$ cat src/design/lmx_params.svh
/*
 * constants for the literal/move/indirect/return execution block:
 * opcode masks and values, field positions, reset values.
 * assumes 14-bit instruction words.
 */
`ifndef LMX_PARAMS_SVH
`define LMX_PARAMS_SVH

`define LMX_IW 14
`define LMX_NOP_VAL 14'h0000
`define LMX_SRST_VAL 14'h0001
`define LMX_RETI_VAL 14'h0009
`define LMX_BANK_MASK 14'h3fc0
`define LMX_BANK_VAL 14'h0140
`define LMX_PAGE_MASK 14'h3f80
`define LMX_PAGE_VAL 14'h3180
`define LMX_WORK_MASK 14'h3f00
`define LMX_WORK_VAL 14'h3000
`define LMX_FILE_MASK 14'h3f80
`define LMX_FILE_VAL 14'h0080
`define LMX_IND_MASK 14'h3ff8
`define LMX_IND_VAL 14'h0018
`define LMX_REL_MASK 14'h3f80
`define LMX_REL_VAL 14'h3f80
`define LMX_IND_SEL_BIT 2
`define LMX_REL_SEL_BIT 6
`define LMX_MODE_PRE_INC 2'h0
`define LMX_MODE_PRE_DEC 2'h1
`define LMX_MODE_POST_INC 2'h2
`define LMX_MODE_POST_DEC 2'h3
`define LMX_WINDOW0_ADDR 7'h00
`define LMX_WINDOW1_ADDR 7'h01
`define LMX_GIE_BIT 7
`define LMX_RI_RESET 1'b1
`define LMX_RETI_CYCLES 2

`endif

$ cat src/design/lmx_pkg.sv
/*
 * types for the literal/move/indirect/return execution block.
 * assumes nothing beyond the params header.
 */
package lmx_pkg;
    typedef enum logic [1:0] {
        LMX_ST_RUN = 2'b01,
        LMX_ST_RET2 = 2'b10
    } lmx_state_t;

    typedef enum logic [3:0] {
        LMX_OP_NOP,
        LMX_OP_BANK,
        LMX_OP_PAGE,
        LMX_OP_WORK,
        LMX_OP_FILE,
        LMX_OP_IND,
        LMX_OP_REL,
        LMX_OP_SRST,
        LMX_OP_RETI,
        LMX_OP_OTHER
    } lmx_op_t;
endpackage

$ cat src/design/lmx_exec.sv
/*
 * execution of literal loads, file/indirect stores, software reset
 * and return from interrupt. assumes program memory presents one
 * instruction word with instr_valid, taken when instr_ready_r is high;
 * the stack supplies stack_top and pops on stack_pop_r.
 */
`timescale 1ns/1ns
`include "lmx_params.svh"

// Contract
// - bank literal loads six bits, flags untouched
// - page literal loads seven bits to latch
// - work literal loads eight bits, one cycle
// - work literal don't-care bits decode as zero
// - store work to file register, one cycle
// - indirect address: pointer plus one/minus one/offset
// - pointer updates by one, relative leaves it
// - mode 00 preinc,01 predec,10 postinc,11 postdec
// - indirect window redirects to pointer address
// - pointers are 16 bits and wrap
// - pointer updates change no status bits
// - software reset resets device, clears flag
// - return pops stack, loads pc, sets enable
// - global enable sits at irq control bit 7
// - page, bank, reset, return leave flags; reset clears reset_instr_flag_r
module lmx_exec (
    input wire logic mclk,
    input wire logic reset_n,
    input wire logic instr_valid,
    input wire logic [13:0] instr,
    input wire logic [14:0] stack_top,
    output logic instr_ready_r,
    output logic [7:0] work_r,
    output logic [5:0] bank_select_reg_r,
    output logic [6:0] pc_high_latch_r,
    output logic pc_load_r,
    output logic [14:0] pc_value_r,
    output logic stack_pop_r,
    output logic [7:0] irq_control_reg_r,
    output logic mem_we_r,
    output logic mem_indirect_r,
    output logic [15:0] mem_addr_r,
    output logic [7:0] mem_data_r,
    output logic [15:0] ptr0_r,
    output logic [15:0] ptr1_r,
    output logic soft_reset_r,
    output logic reset_instr_flag_r
);
    lmx_pkg::lmx_state_t state_r, state_nxt;
    lmx_pkg::lmx_op_t op;
    logic take, sel, window_hit, rel;
    logic [15:0] sel_ptr, eff_addr, ptr_next;
    logic [5:0] offset;
    function automatic lmx_pkg::lmx_op_t decode(input logic [13:0] w);
        if (w == `LMX_NOP_VAL)
            decode = lmx_pkg::LMX_OP_NOP;
        else if (w == `LMX_SRST_VAL)
            decode = lmx_pkg::LMX_OP_SRST;
        else if (w == `LMX_RETI_VAL)
            decode = lmx_pkg::LMX_OP_RETI;
        else if ((w & `LMX_BANK_MASK) == `LMX_BANK_VAL)
            decode = lmx_pkg::LMX_OP_BANK;
        else if ((w & `LMX_PAGE_MASK) == `LMX_PAGE_VAL)
            decode = lmx_pkg::LMX_OP_PAGE;
        else if ((w & `LMX_WORK_MASK) == `LMX_WORK_VAL)
            decode = lmx_pkg::LMX_OP_WORK;
        else if ((w & `LMX_FILE_MASK) == `LMX_FILE_VAL)
            decode = lmx_pkg::LMX_OP_FILE;
        else if ((w & `LMX_IND_MASK) == `LMX_IND_VAL)
            decode = lmx_pkg::LMX_OP_IND;
        else if ((w & `LMX_REL_MASK) == `LMX_REL_VAL)
            decode = lmx_pkg::LMX_OP_REL;
        else
            decode = lmx_pkg::LMX_OP_OTHER;
    endfunction
    assign op = decode(instr);
    assign take = instr_valid && instr_ready_r && !soft_reset_r;
    assign window_hit = (op == lmx_pkg::LMX_OP_FILE) &&
        ((instr[6:0] == `LMX_WINDOW0_ADDR) ||
        (instr[6:0] == `LMX_WINDOW1_ADDR));
    assign rel = (op != lmx_pkg::LMX_OP_IND);
    assign sel = window_hit ? instr[0] : (op == lmx_pkg::LMX_OP_IND) ?
        instr[`LMX_IND_SEL_BIT] : instr[`LMX_REL_SEL_BIT];
    assign offset = (op == lmx_pkg::LMX_OP_REL) ? instr[5:0] : 6'h00;
    assign sel_ptr = sel ? ptr1_r : ptr0_r;
    lmx_ptr_unit u_ptr (
        .ptr(sel_ptr),
        .pointer_update_mode(instr[1:0]),
        .rel(rel),
        .offset(offset),
        .eff_addr(eff_addr),
        .ptr_next(ptr_next)
    );

    // sequencing: return takes a second cycle
    always_comb
    begin
        state_nxt = state_r;
        case (state_r)
            lmx_pkg::LMX_ST_RUN:
                if (take && op == lmx_pkg::LMX_OP_RETI)
                    state_nxt = lmx_pkg::LMX_ST_RET2;
            lmx_pkg::LMX_ST_RET2:
                state_nxt = lmx_pkg::LMX_ST_RUN;
            default:
                state_nxt = lmx_pkg::LMX_ST_RUN;
        endcase
    end

    always_ff @(posedge mclk or negedge reset_n)
    begin
        if (!reset_n)
        begin
            state_r <= lmx_pkg::LMX_ST_RUN;
            instr_ready_r <= 1'b1;
        end
        else
        begin
            state_r <= state_nxt;
            instr_ready_r <= (state_nxt == lmx_pkg::LMX_ST_RUN) &&
                !(take && op == lmx_pkg::LMX_OP_SRST);
        end
    end

    // literal loads; no status logic lives here
    always_ff @(posedge mclk or negedge reset_n)
    begin
        if (!reset_n)
        begin
            work_r <= 8'h00;
            bank_select_reg_r <= 6'h00;
            pc_high_latch_r <= 7'h00;
        end
        else if (soft_reset_r)
        begin
            work_r <= 8'h00;
            bank_select_reg_r <= 6'h00;
            pc_high_latch_r <= 7'h00;
        end
        else if (take)
        begin
            if (op == lmx_pkg::LMX_OP_BANK)
                bank_select_reg_r <= instr[5:0];
            if (op == lmx_pkg::LMX_OP_PAGE)
                pc_high_latch_r <= instr[6:0];
            if (op == lmx_pkg::LMX_OP_WORK)
                work_r <= instr[7:0];
        end
    end

    // data memory writes, direct and indirect
    always_ff @(posedge mclk or negedge reset_n)
    begin
        if (!reset_n)
        begin
            mem_we_r <= 1'b0;
            mem_indirect_r <= 1'b0;
            mem_addr_r <= 16'h0000;
            mem_data_r <= 8'h00;
        end
        else
        begin
            mem_we_r <= 1'b0;
            if (take && (op == lmx_pkg::LMX_OP_FILE ||
                op == lmx_pkg::LMX_OP_IND || op == lmx_pkg::LMX_OP_REL))
            begin
                mem_we_r <= 1'b1;
                mem_data_r <= work_r;
                if (op == lmx_pkg::LMX_OP_FILE && !window_hit)
                begin
                    mem_indirect_r <= 1'b0;
                    mem_addr_r <= {3'h0, bank_select_reg_r, instr[6:0]};
                end
                else
                begin
                    mem_indirect_r <= 1'b1;
                    mem_addr_r <= eff_addr;
                end
            end
        end
    end

    // pointers; status bits are never touched by these updates
    always_ff @(posedge mclk or negedge reset_n)
    begin
        if (!reset_n)
        begin
            ptr0_r <= 16'h0000;
            ptr1_r <= 16'h0000;
        end
        else if (soft_reset_r)
        begin
            ptr0_r <= 16'h0000;
            ptr1_r <= 16'h0000;
        end
        else if (take && op == lmx_pkg::LMX_OP_IND)
        begin
            if (sel)
                ptr1_r <= ptr_next;
            else
                ptr0_r <= ptr_next;
        end
    end

    // return from interrupt and software reset
    always_ff @(posedge mclk or negedge reset_n)
    begin
        if (!reset_n)
        begin
            pc_load_r <= 1'b0;
            pc_value_r <= 15'h0000;
            stack_pop_r <= 1'b0;
            irq_control_reg_r <= 8'h00;
            soft_reset_r <= 1'b0;
            reset_instr_flag_r <= `LMX_RI_RESET;
        end
        else
        begin
            pc_load_r <= 1'b0;
            stack_pop_r <= 1'b0;
            soft_reset_r <= take && op == lmx_pkg::LMX_OP_SRST;
            if (soft_reset_r)
            begin
                irq_control_reg_r <= 8'h00;
                pc_value_r <= 15'h0000;
                pc_load_r <= 1'b1;
            end
            else if (take && op == lmx_pkg::LMX_OP_SRST)
                reset_instr_flag_r <= 1'b0;
            else if (take && op == lmx_pkg::LMX_OP_RETI)
            begin
                pc_load_r <= 1'b1;
                pc_value_r <= stack_top;
                stack_pop_r <= 1'b1;
                irq_control_reg_r[`LMX_GIE_BIT] <= 1'b1;
            end
        end
    end
endmodule // lmx_exec

$ cat src/design/lmx_ptr_unit.sv
/*
 * indirect pointer address unit: effective address and updated pointer.
 * assumes a 16-bit pointer and a 2-bit update mode.
 */
`timescale 1ns/1ns
`include "lmx_params.svh"

module lmx_ptr_unit (
    input wire logic [15:0] ptr,
    input wire logic [1:0] pointer_update_mode,
    input wire logic rel,
    input wire logic [5:0] offset,
    output logic [15:0] eff_addr,
    output logic [15:0] ptr_next
);
    logic [15:0] plus_one;
    logic [15:0] minus_one;
    logic [15:0] plus_off;

    // 16-bit sums wrap modulo the pointer range
    assign plus_one = 16'(ptr + 16'h0001);
    assign minus_one = 16'(ptr - 16'h0001);
    assign plus_off = 16'(ptr + {{10{offset[5]}}, offset});

    always_comb
    begin
        if (rel)
        begin
            eff_addr = plus_off;
            ptr_next = ptr;
        end
        else
        begin
            case (pointer_update_mode)
                `LMX_MODE_PRE_INC:
                begin
                    eff_addr = plus_one;
                    ptr_next = plus_one;
                end
                `LMX_MODE_PRE_DEC:
                begin
                    eff_addr = minus_one;
                    ptr_next = minus_one;
                end
                `LMX_MODE_POST_INC:
                begin
                    eff_addr = ptr;
                    ptr_next = plus_one;
                end
                default:
                begin
                    eff_addr = ptr;
                    ptr_next = minus_one;
                end
            endcase
        end
    end
endmodule // lmx_ptr_unit

$ cat config.mk
export PLATFORM = sky130hd
export DESIGN_NAME = lmx_exec
export DESIGN_NICKNAME = d
export VERILOG_FILES = /design/src/design/lmx_pkg.sv /design/src/design/lmx_exec.sv /design/src/design/lmx_ptr_unit.sv
export VERILOG_INCLUDE_DIRS = /design/src /design/src/design
export SDC_FILE = /design/constraint.sdc
export NUM_CORES = 1
export LEC_CHECK = 0
export ABC_AREA = 1
export BUFFER_PORTS_ARGS = -buffer_cell sky130_fd_sc_hd__buf_4
export CAP_MARGIN = 20
export CORE_ASPECT_RATIO = 0.6
export CORE_UTILIZATION = 40
export CTS_BUF_LIST = sky130_fd_sc_hd__clkbuf_4 sky130_fd_sc_hd__clkbuf_8 sky130_fd_sc_hd__clkbuf_16
export DETAILED_ROUTE_END_ITERATION = 6
export GPL_TIMING_DRIVEN = 0
export SYNTH_ARGS = -nofsm -noshare
export SYNTH_HDL_FRONTEND = slang
export SYNTH_SLANG_ARGS = --single-unit
$ cat constraint.sdc
create_clock -name mclk -period 3.6 [get_ports mclk]
set_clock_uncertainty 0.15 [all_clocks]
set_input_delay 0.72 -clock mclk [delete_from_list [all_inputs] [get_ports mclk]]
set_output_delay 0.72 -clock mclk [all_outputs]
set_load 0.02 [all_outputs]
==> flow_summary.toml, run 1 <==
[outcome]
status = "complete, but fails checks"
failed_checks = "setup timing"

[sta]
setup_viol = 1
min_period_over_period_pct = 101
rsz0062_at_grt = "yes"
max_slew.worst_pin.slew_ps = 773
maxSlewHeadroom_pct = 48.5
fin_ws_ps = -45.2
slew_viol_final = 0
fmax_mhz = 274
fin_crit_ps = 3650
final-hold-violation-count = 0

[critical_path]
cp.required_ps = 3700
arrival_ps = 3750
worst-r2r-setup-slack_ps = 810
rr_worst_depth = 18
cp_slowest_cell = "fa_2"
critPathLaunchType = "input pin"
critPathCaptureType = "register"
critPathKind = "input pin to register"
slowest_delay_ps = 360
rr_startpoint = "ptr1_r[0]"
timing.rr.end = "mem_addr_r[14]"
crit_path_max_fanout = 6

[floorplanning]
boundaryPins = 139
initial_core_util_pct = 41.3
core_um2 = 17300
die_height_um = 105
rows = 37
die_area_um2 = 18400
die_w_um = 174

[job]
maxCapViolations = 0

[clock_network]
clock_latency_ps = 350
cts_max_level = 3
clockBufferDepth = 2
clkSinkCount = 102
cts_inserted_buffers = 9
clkTransAtPathRegs_ps = 90
root_buffer = "clkbuf_16"
cts_tree = "yes"
hold_buffers = 0

[logic_synthesis]
synth_area_um2 = 7130
synth-simple-area-share_pct = 39.4
synth.distinct_cells = 45
synth_mux_area_share_pct = 0
synth_seq_cells = 102
synthXorXnorAreaFrac_pct = 1.60
synth_warnings = 0
ys_seq_area_share_pct = 35.8
synth_enable_flop_cells = 0
async_reset_ff_share_pct = 100
synth_top_family_by_area = "simple AND/OR/NAND/NOR gates"
synth_top_area_share_pct = 34.7
syn_avg_cell_area_um2 = 6.87
synthCells = 1038
synth-compound-area-share_pct = 11.1
synth_largest_area_cell = "dfrtp_1"
ys.flop_type = "dfrtp_1"
yosys-top-cells-area = "dfrtp_1 35%, nand2_1 19%, nand3_1 6.9%"
synth_adder_area_share_pct = 3.26

[placement]
dpl.hpwl_um = 19600
dp.cells = 1409
globalplace.congestion = 0.924
portBuffers = 130
placed_cell_area_um2 = 8490

[routing]
wl_um = 25300
first_iter_violations = 920
ant_nets = 0
viasPerCell = 5.23
dr_total_vias = 7642
dr.pass1.iters = 6
avgRoutedWirePerCell_um = 17.3
drc = 0

[min_path]
hold_path_class = "input pin to async pin"

[global_route]
antenna_found_initial = 0
overflow = 0
grt_usage_pct = 27.5
grt_pass1_vias = 6873
grt_pass1_wl_um = 39000
grt_max_degree = 69

[layout]
register_area_um2 = 2560
multiInputGateArea_um2 = 4270
fin_cells = 1460
fin_nets = 1271
layout_commonest_cell = "nand2_1"
diodes = 0
layout_common_cells = "352 x nand2_1, 169 x buf_4, 99 x dfrtp_1"
fillCellCount = 1707
final_cell_area_um2 = 9340
syn_to_final_growth_pct = 31.0
drive_above_1_share_pct = 27.5

[power]
p_leak_nw = 4.83
p_int_mw = 1.91
power_switching_uw = 880
p_comb_share_pct = 19.9
power_density_nw_per_um2 = 299
finalPower_mw = 2.79
clkPwrFrac_pct = 35.4
vdd_drop_max_v = 0.000234
switching_share_pct = 31.5
seqPwrFrac_pct = 44.8
## flip-flops by register name (all words and copies together) (netlist names)
| name | count |
|---|---|
| irq_control_reg_r | 1 |
| work_r | 8 |
| mem_data_r | 8 |
| mem_addr_r | 16 |
| pc_value_r | 15 |
| ptr1_r | 16 |
| mem_indirect_r | 1 |
| instr_ready_r | 1 |
| pc_high_latch_r | 7 |
| mem_we_r | 1 |
| soft_reset_r | 1 |
| bank_select_reg_r | 6 |
| state_r | 2 |
| pc_load_r | 1 |
| ptr0_r | 16 |
| stack_pop_r | 1 |
| reset_instr_flag_r | 1 |
## power by group through the flow
stage	sequential, mW	combinational (mW)	clock, mW
4_1_cts	1.25	0.531	1.01
3_5_place_dp	1.27	0.521	0
3_3_place_gp	1.27	0.512	0
5_1_grt	1.26	0.602	1.05
2_1_floorplan	1.34	0.217	0
6_report	1.25	0.556	0.988
## logic make-up (layout without fill, tap and decap cells)
group | Yosys count | count (layout)
fa+ha+maj | 18 | 18
buf+inv | 143 | 325
flops | 102 | 102
xor+xnor | 13 | 13
other cells | 1 | 7
compound gates | 138 | 138
simple gates | 623 | 623
## cells in the mapped netlist, types with 5 or more instances
master / instances
nand4_1: 11
o21ai_1: 14
buf_6: 6
o21ai_0: 67
nor2_2: 9
nand2_2: 25
o21ai_2: 5
a21oi_1: 26
dfrtp_1: 99
buf_4: 8
o211ai_1: 11
nor3_1: 7
clkbuf_1: 21
nor2_1: 71
inv_2: 7
nand3b_1: 14
xor2_1: 9
nand3_1: 98
ha_1: 17
buf_2: 7
or2_2: 5
nand2_1: 361
inv_1: 89
nor2_4: 9
## per-layer routing
metal | track usage, % | vias to the layer above | share of wire, %
met5 | 0 | - | 0
met4 | 3.32 | 0 | 0.59
met3 | 8.44 | 16 | 11
met2 | 34.3 | 342 | 37
met1 | 44.9 | 3580 | 51
li1 | - | 3704 | -
## repair_timing
item                                    CTS  global route
setup buffers                            10            25
hold endpoints to repair                  0             0
endpoints found under the setup margin    9            12
pin swaps                                11            27
resized for setup                        17            56
## critical path, delay by kind of cell
kind	cells	cell delay (ps)
simple gates	15	1510
compound gates	5	610
fa+ha+maj	2	500
buf+inv	5	400
## worst max path at each step
stage	slack (ps)	cells past startpoint	to	startpoint
floorplan	10	26	mem_addr_r[10]	instr[9]
global placement	-750	20	mem_addr_r[14]	instr[12]
detailed placement	-760	19	mem_addr_r[13]	instr[12]
finish	-50	27	mem_addr_r[14]	instr[9]
CTS	9	27	mem_addr_r[10]	instr[10]
global route	-210	27	mem_addr_r[14]	instr[9]
## through the flow
step                hold WS (ps)  setup WS, ps  utilization [%]  setup TNS [ps]
CTS                          184          9.36             51.6               0
detailed placement           316          -763             49.2           -6160
finish                       168         -45.2             54.1           -45.2
global route                 207          -213             54.1            -557
floorplan                    274          9.66                -               0
global placement             310          -749             49.0           -6060
## final cells by class
| type | count | share of cell area (%) |
|---|---|---|
| Inverter | 99 | 4.03 |
| Tap cell | 234 | 3.13 |
| Multi-Input combinational cell | 799 | 45.8 |
| Sequential cell | 102 | 27.4 |
| Clock buffer | 10 | 2.49 |
| Timing Repair Buffer | 166 | 13.8 |
| Clock inverter | 6 | 0.603 |
| Buffer | 44 | 2.83 |
Power figures use the tool's default switching activity.
==> run 2: changes to the inputs <==
--- a/config.mk
+++ b/config.mk
@@ -6,7 +6,6 @@
 export SDC_FILE = /design/constraint.sdc
 export NUM_CORES = 1
 export LEC_CHECK = 0
-export ABC_AREA = 1
 export BUFFER_PORTS_ARGS = -buffer_cell sky130_fd_sc_hd__buf_4
 export CAP_MARGIN = 20
 export CORE_ASPECT_RATIO = 0.6
@@ -14,6 +13,7 @@
 export CTS_BUF_LIST = sky130_fd_sc_hd__clkbuf_4 sky130_fd_sc_hd__clkbuf_8 sky130_fd_sc_hd__clkbuf_16
 export DETAILED_ROUTE_END_ITERATION = 6
 export GPL_TIMING_DRIVEN = 0
+export RECOVER_POWER = 50
 export SYNTH_ARGS = -nofsm -noshare
 export SYNTH_HDL_FRONTEND = slang
 export SYNTH_SLANG_ARGS = --single-unit
==> constraint.sdc (replaced) <==
create_clock -name mclk -period 4.4 [get_ports mclk]
set_clock_uncertainty 0.15 [all_clocks]
set_input_delay 0.88 -clock mclk [delete_from_list [all_inputs] [get_ports mclk]]
set_output_delay 0.88 -clock mclk [all_outputs]
set_load 0.02 [all_outputs]
==> run 2 against run 1 <==
Effect of this change:
- the run ends with capacitance limit, slew limit left
- non-clock buffer count fell by 7
- combinational power fell by 22%
- critical endpoint unchanged
- highest routed layer unchanged
- first-iteration DRC count fell by 21%
- largest cell class unchanged
- critical path depth fell by 10
- via count fell by 9.5%
==> flow_summary.toml, run 2 <==
[layout]
reg_top3 = "mem_addr_r: 16 flops, ptr0_r: 16 flops, ptr1_r: 16 flops"
layout_commonest_cell = "nand2_1"
layout_common_cells = "128 x nand2_1, 110 x buf_4, 99 x dfrtp_1"
fin_cells = 1206
final_cell_area_um2 = 8580
diodes = 0
final_core_util_pct = 52.6
drive_above_1_share_pct = 19.2
fin_nets = 1023
syn_to_final_growth_pct = 27.9

[clock_network]
cts_max_level = 3
cts_tree = "yes"
cts_inserted_buffers = 9
clock_latency_ps = 360
hold_buffers = 0
root_buffer = "clkbuf_16"
clkTransAtPathRegs_ps = 80
clkSinkCount = 102
clockBufferDepth = 2

[logic_synthesis]
synth_area_um2 = 6700
synth_common_cells = "129 x nand2_1, 99 x dfrtp_1, 78 x nor2_1, 58 x o21ai_0, 43 x a21oi_1"
synth_enable_flop_cells = 0
ys_seq_area_share_pct = 38.1
ys.flop_type = "dfrtp_1"
synth_largest_area_cell = "dfrtp_1"
synth.distinct_cells = 69
synth_top_area_share_pct = 37.0
synth_seq_cells = 102
yosysMostFrequentCell = "nand2_1"
async_reset_ff_share_pct = 100
syn_avg_cell_area_um2 = 8.34
yosys-top-cells-area = "dfrtp_1 37%, nand2_1 7.2%, mux2i_1 6.0%"
synthCells = 804
synth_warnings = 0

[routing]
dr.pass1.iters = 5
avgRoutedWirePerCell_um = 19.7
viasPerCell = 5.73
ant_nets = 0
wl_um = 23800
first_iter_violations = 723
drc = 0
dr_total_vias = 6913

[power]
power_switching_uw = 747
p_leak_nw = 3.93
switching_share_pct = 32.2
p_int_mw = 1.57
clkPwrFrac_pct = 35.6
power_density_nw_per_um2 = 271
vdd_drop_max_v = 0.000184
p_comb_share_pct = 18.6
finalPower_mw = 2.32
seqPwrFrac_pct = 45.9

[placement]
dp.cells = 1167
globalplace.congestion = 0.948
portBuffers = 128
placed_cell_area_um2 = 8000
dpl.hpwl_um = 17700
dp_slack_ps = -889

[global_route]
antenna_found_initial = 0
grt_usage_pct = 27.3
grt_pass1_wl_um = 35600
overflow = 0
grt_max_degree = 57
grt_pass1_vias = 6021

[critical_path]
cp-startpoint = "instr[4]"
critPathLaunchType = "input pin"
path_cells = "buf_4, nor4_4, nand2_2, nor3_4, buf_4, nor3_1, a21oi_4, inv_1, ha_1, or3_4, o211ai_1, a31oi_2, nand3_1, nand2_1, xnor2_1, o221ai_1, o21a_1"
cp.required_ps = 4510
worst-r2r-setup-slack_ps = 1280
crit_path_end = "mem_addr_r[14]"
cp_slowest_cell = "or3_4"
crit_path_max_fanout = 10
timing.rr.end = "mem_addr_r[14]"
crit_top_cell = "buf_4"
rr_startpoint = "ptr1_r[6]"
rr_worst_depth = 13
critPathCaptureType = "register"
arrival_ps = 4390
critPathKind = "input pin to register"
slowest_delay_ps = 410

[sta]
fin_crit_ps = 4280
slew_viol_final = 47
fmax_mhz = 233
min_period_over_period_pct = 97.3
setup_viol = 0
final-hold-violation-count = 0
maxSlewHeadroom_pct = -79.3
max_slew.worst_pin.slew_ps = 2690
fin_ws_ps = 117
tns_ps = 0
fin_hold_ws_ps = 334

[min_path]
hold_path_class = "register to register"

[job]
maxCapViolations = 1

[floorplanning]
core_um2 = 16300
rows = 36
die_w_um = 169
initial_core_util_pct = 41.1
die_area_um2 = 17300
boundaryPins = 139
die_height_um = 102

[outcome]
status = "complete, but fails checks"
failed_checks = "capacitance limit, slew limit"
run 2: metal layers:
metal / vias up / global-route usage (%) / wire (um)
met3: 18 / 6.86 / 2380
met1: 3378 / 43.6 / 12000
met2: 321 / 36.5 / 9260
met4: 0 / 4.44 / 191
li1: 3196 / - / -
met5: - / 0 / 0
run 2: kinds of logic after synthesis:
family          share of synthesized area [%]
compound gates                           17.1
xor+xnor                                 4.44
fa+ha+maj                                3.47
buf+inv                                  4.67
flops                                    38.1
mux                                      7.15
other cells                            0.0559
simple gates                             25.0
run 2: repair_timing:
item,4_1_cts,5_1_grt
gates cloned,0,1
setup buffers,5,16
pin swaps,7,16
gates resized for setup,23,52
endpoints found under the setup margin,17,14
run 2: critical path: cells and delay by family:
family	cells	cell delay [ps]
simple gates	7	1600
compound gates	5	930
buf+inv	3	520
fa+ha+maj	1	270
xor+xnor	1	190
run 2: final cells by class:
type	instances	area (um2)
buffer	51	277
inverter	21	78.8
timing repair buffer	152	991
fill	1645	7730
tap	228	285
multi-input combinational	636	4090
sequential	102	2560
clock inverter	7	75.1
clock buffer	9	225
run 2: worst min path at each step:
stage,startpoint,slack [ps],cells past startpoint,endpoint
2_1_floorplan,reset_instr_flag_r,370,1,reset_instr_flag_r
3_3_place_gp,mem_data_r[4],310,2,mem_data_r[4]
3_5_place_dp,mem_data_r[6],310,2,mem_data_r[6]
4_1_cts,reset_instr_flag_r,340,1,reset_instr_flag_r
5_1_grt,mem_addr_r[0],360,2,mem_addr_r[0]
6_report,mem_data_r[5],330,2,mem_data_r[5]
run 2: power by group through the flow:
stage / Combinational (mW) / Clock, mW / Sequential [mW]
2_1_floorplan: 0.140 / 0 / 1.17
3_3_place_gp: 0.446 / 0 / 1.08
3_5_place_dp: 0.452 / 0 / 1.08
4_1_cts: 0.457 / 0.834 / 1.07
5_1_grt: 0.469 / 0.868 / 1.07
6_report: 0.431 / 0.826 / 1.06
==> run 3: changes to the inputs <==
--- a/config.mk
+++ b/config.mk
@@ -6,9 +6,9 @@
 export SDC_FILE = /design/constraint.sdc
 export NUM_CORES = 1
 export LEC_CHECK = 0
-export BUFFER_PORTS_ARGS = -buffer_cell sky130_fd_sc_hd__buf_4
+export BUFFER_PORTS_ARGS = -buffer_cell sky130_fd_sc_hd__buf_2
 export CAP_MARGIN = 20
-export CORE_ASPECT_RATIO = 0.6
+export CORE_MARGIN = 1
 export CORE_UTILIZATION = 40
 export CTS_BUF_LIST = sky130_fd_sc_hd__clkbuf_4 sky130_fd_sc_hd__clkbuf_8 sky130_fd_sc_hd__clkbuf_16
 export DETAILED_ROUTE_END_ITERATION = 6
==> run 3 against run 2 <==
Effect of this change:
- the flow still finishes with violations (capacitance limit, slew limit)
- via count decreased by 2.9%
- final cell count decreased by 1.0%
- global-route usage decreased by 2.0 points
- final area decreased by 2.0%
- sequential power about the same
- clock power decreased by 3.8%
- setup slack improved by 86 ps
- routed wire length decreased by 7.1%
- clock-buffer cell count unchanged
==> flow_summary.toml, run 3 (synthesis results as in run 2) <==
[outcome]
status = "complete, but fails checks"
failed_checks = "capacitance limit, slew limit"

[placement]
dp_slack_ps = -828
portBuffers = 128
dpl.hpwl_um = 16400
dp.cells = 1155
globalplace.congestion = 0.917

[routing]
wl_um = 22100
ant_nets = 0
avgRoutedWirePerCell_um = 18.5
drc = 0
dr.pass1.iters = 5
first_iter_violations = 666
dr_total_vias = 6713
viasPerCell = 5.62

[floorplanning]
core_um2 = 16100
die_height_um = 131
initial_core_util_pct = 41.6
rows = 46
die_w_um = 131
die_area_um2 = 17300
boundaryPins = 139

[power]
p_leak_nw = 3.88
finalPower_mw = 2.26
vdd_drop_max_v = 0.000222
power_density_nw_per_um2 = 269

[clock_network]
root_buffer = "clkbuf_16"
cts_max_level = 3
clkSinkCount = 102
cts_inserted_buffers = 9
clock_latency_ps = 360
hold_buffers = 0
clkTransAtPathRegs_ps = 80
clockBufferDepth = 2
cts_tree = "yes"

[sta]
min_period_over_period_pct = 95.4
fin_crit_ps = 4200
fin_hold_ws_ps = 325
slew_viol_final = 40
fin_ws_ps = 203
final-hold-violation-count = 0
max_slew.worst_pin.slew_ps = 2300
setup_viol = 0
tns_ps = 0
fmax_mhz = 238
maxSlewHeadroom_pct = -53.1

[global_route]
grt_pass1_vias = 6205
overflow = 0
grt_max_degree = 64
antenna_found_initial = 0
grt_pass1_wl_um = 34300
grt_usage_pct = 25.3

[critical_path]
critPathCaptureType = "register"
worst-r2r-setup-slack_ps = 1450
crit_path_max_fanout = 8
critPathKind = "input pin to register"
arrival_ps = 4350
critPathLaunchType = "input pin"
cp.required_ps = 4550

[job]
maxCapViolations = 1

[layout]
syn_to_final_growth_pct = 25.4
drive_above_1_share_pct = 19.8
fin_cells = 1194
reg_top3 = "mem_addr_r: 16 flops, ptr0_r: 16 flops, ptr1_r: 16 flops"
fin_nets = 1023
fillCellCount = 1591
diodes = 0
layout_commonest_cell = "nand2_1"
layout_common_cells = "126 x nand2_1, 99 x dfrtp_1, 81 x clkbuf_1"

[min_path]
hold_path_class = "register to register"
-- run 3: cell count changes in the layout (fill, tap and decap cells not counted), sizes merged --
cell      before  now
buf          120  117
clkbuf        92   95
clkinv         2    3
clkinvlp       1    0
-- run 3: critical path, cell delays in order --
cell	delay [ps]
buf_4	160
nor4_4	380
a22o_1	280
a21o_1	150
buf_6	130
nand2_8	100
mux2i_4	220
inv_2	110
ha_4	130
inv_1	50
fa_2	360
nand2b_4	170
a21oi_4	180
o211ai_1	160
a31oi_2	280
xor2_1	180
nor2_1	50
a31oi_1	150
nand3_1	120
nand3_1	90
-- run 3: path summary, 6_finish.rpt --
kind	from	endpoint	depth (start not counted)
worst max-delay path	instr[5]	mem_addr_r[12]	20
worst min-delay path	mem_data_r[5]	mem_data_r[5]	2
worst max register to register	ptr1_r[0]	mem_addr_r[12]	14
worst min register to register	mem_data_r[5]	mem_data_r[5]	2
max in group asynchronous	reset_n	ptr1_r[3]	1
min in group asynchronous	reset_n	mem_addr_r[11]	1
-- run 3: power by group --
part	switching, mW	internal [mW]	total (mW)
combinational	0.268	0.131	0.399
sequential	0.0522	1.01	1.07
clock	0.396	0.399	0.795
total	0.716	1.54	2.26
-- run 3: cell type report --
class                      instances  area [um2]  share of cell area (%)
inverter                          21        78.8                   0.938
clock buffer                       9         225                    2.68
clock inverter                     7        65.1                   0.774
tap                              216         270                    3.22
sequential                       102        2560                    30.4
buffer                            50         255                    3.04
timing repair buffer             153         802                    9.54
multi-input combinational        636        4150                    49.4
-- run 3: per-stage QoR --
| stage | instance area [um2] | utilization (%) |
|---|---|---|
| finish | 8400 | 52.2 |
| global route | 8400 | 52.2 |
| CTS | 8080 | 50.2 |
| detailed placement | 7670 | 47.6 |
| global placement | 7640 | 47.4 |
| floorplan | 6730 | - |
-- run 3: routing by layer --
layer / up-vias / wire (um) / global-route usage (%)
li1: 3196 / - / -
met1: 3191 / 10300 / 35.7
met2: 292 / 9700 / 38.5
met3: 34 / 1570 / 4.55
met4: 0 / 521 / 8.98
met5: - / 0 / 0
-- run 3: timing repair --
item,4_1_cts,5_1_grt
gates cloned,0,0
setup buffers,1,23
pin swaps,2,22
hold endpoints to repair,0,0
resized for setup,27,50
setup endpoints to repair,15,16
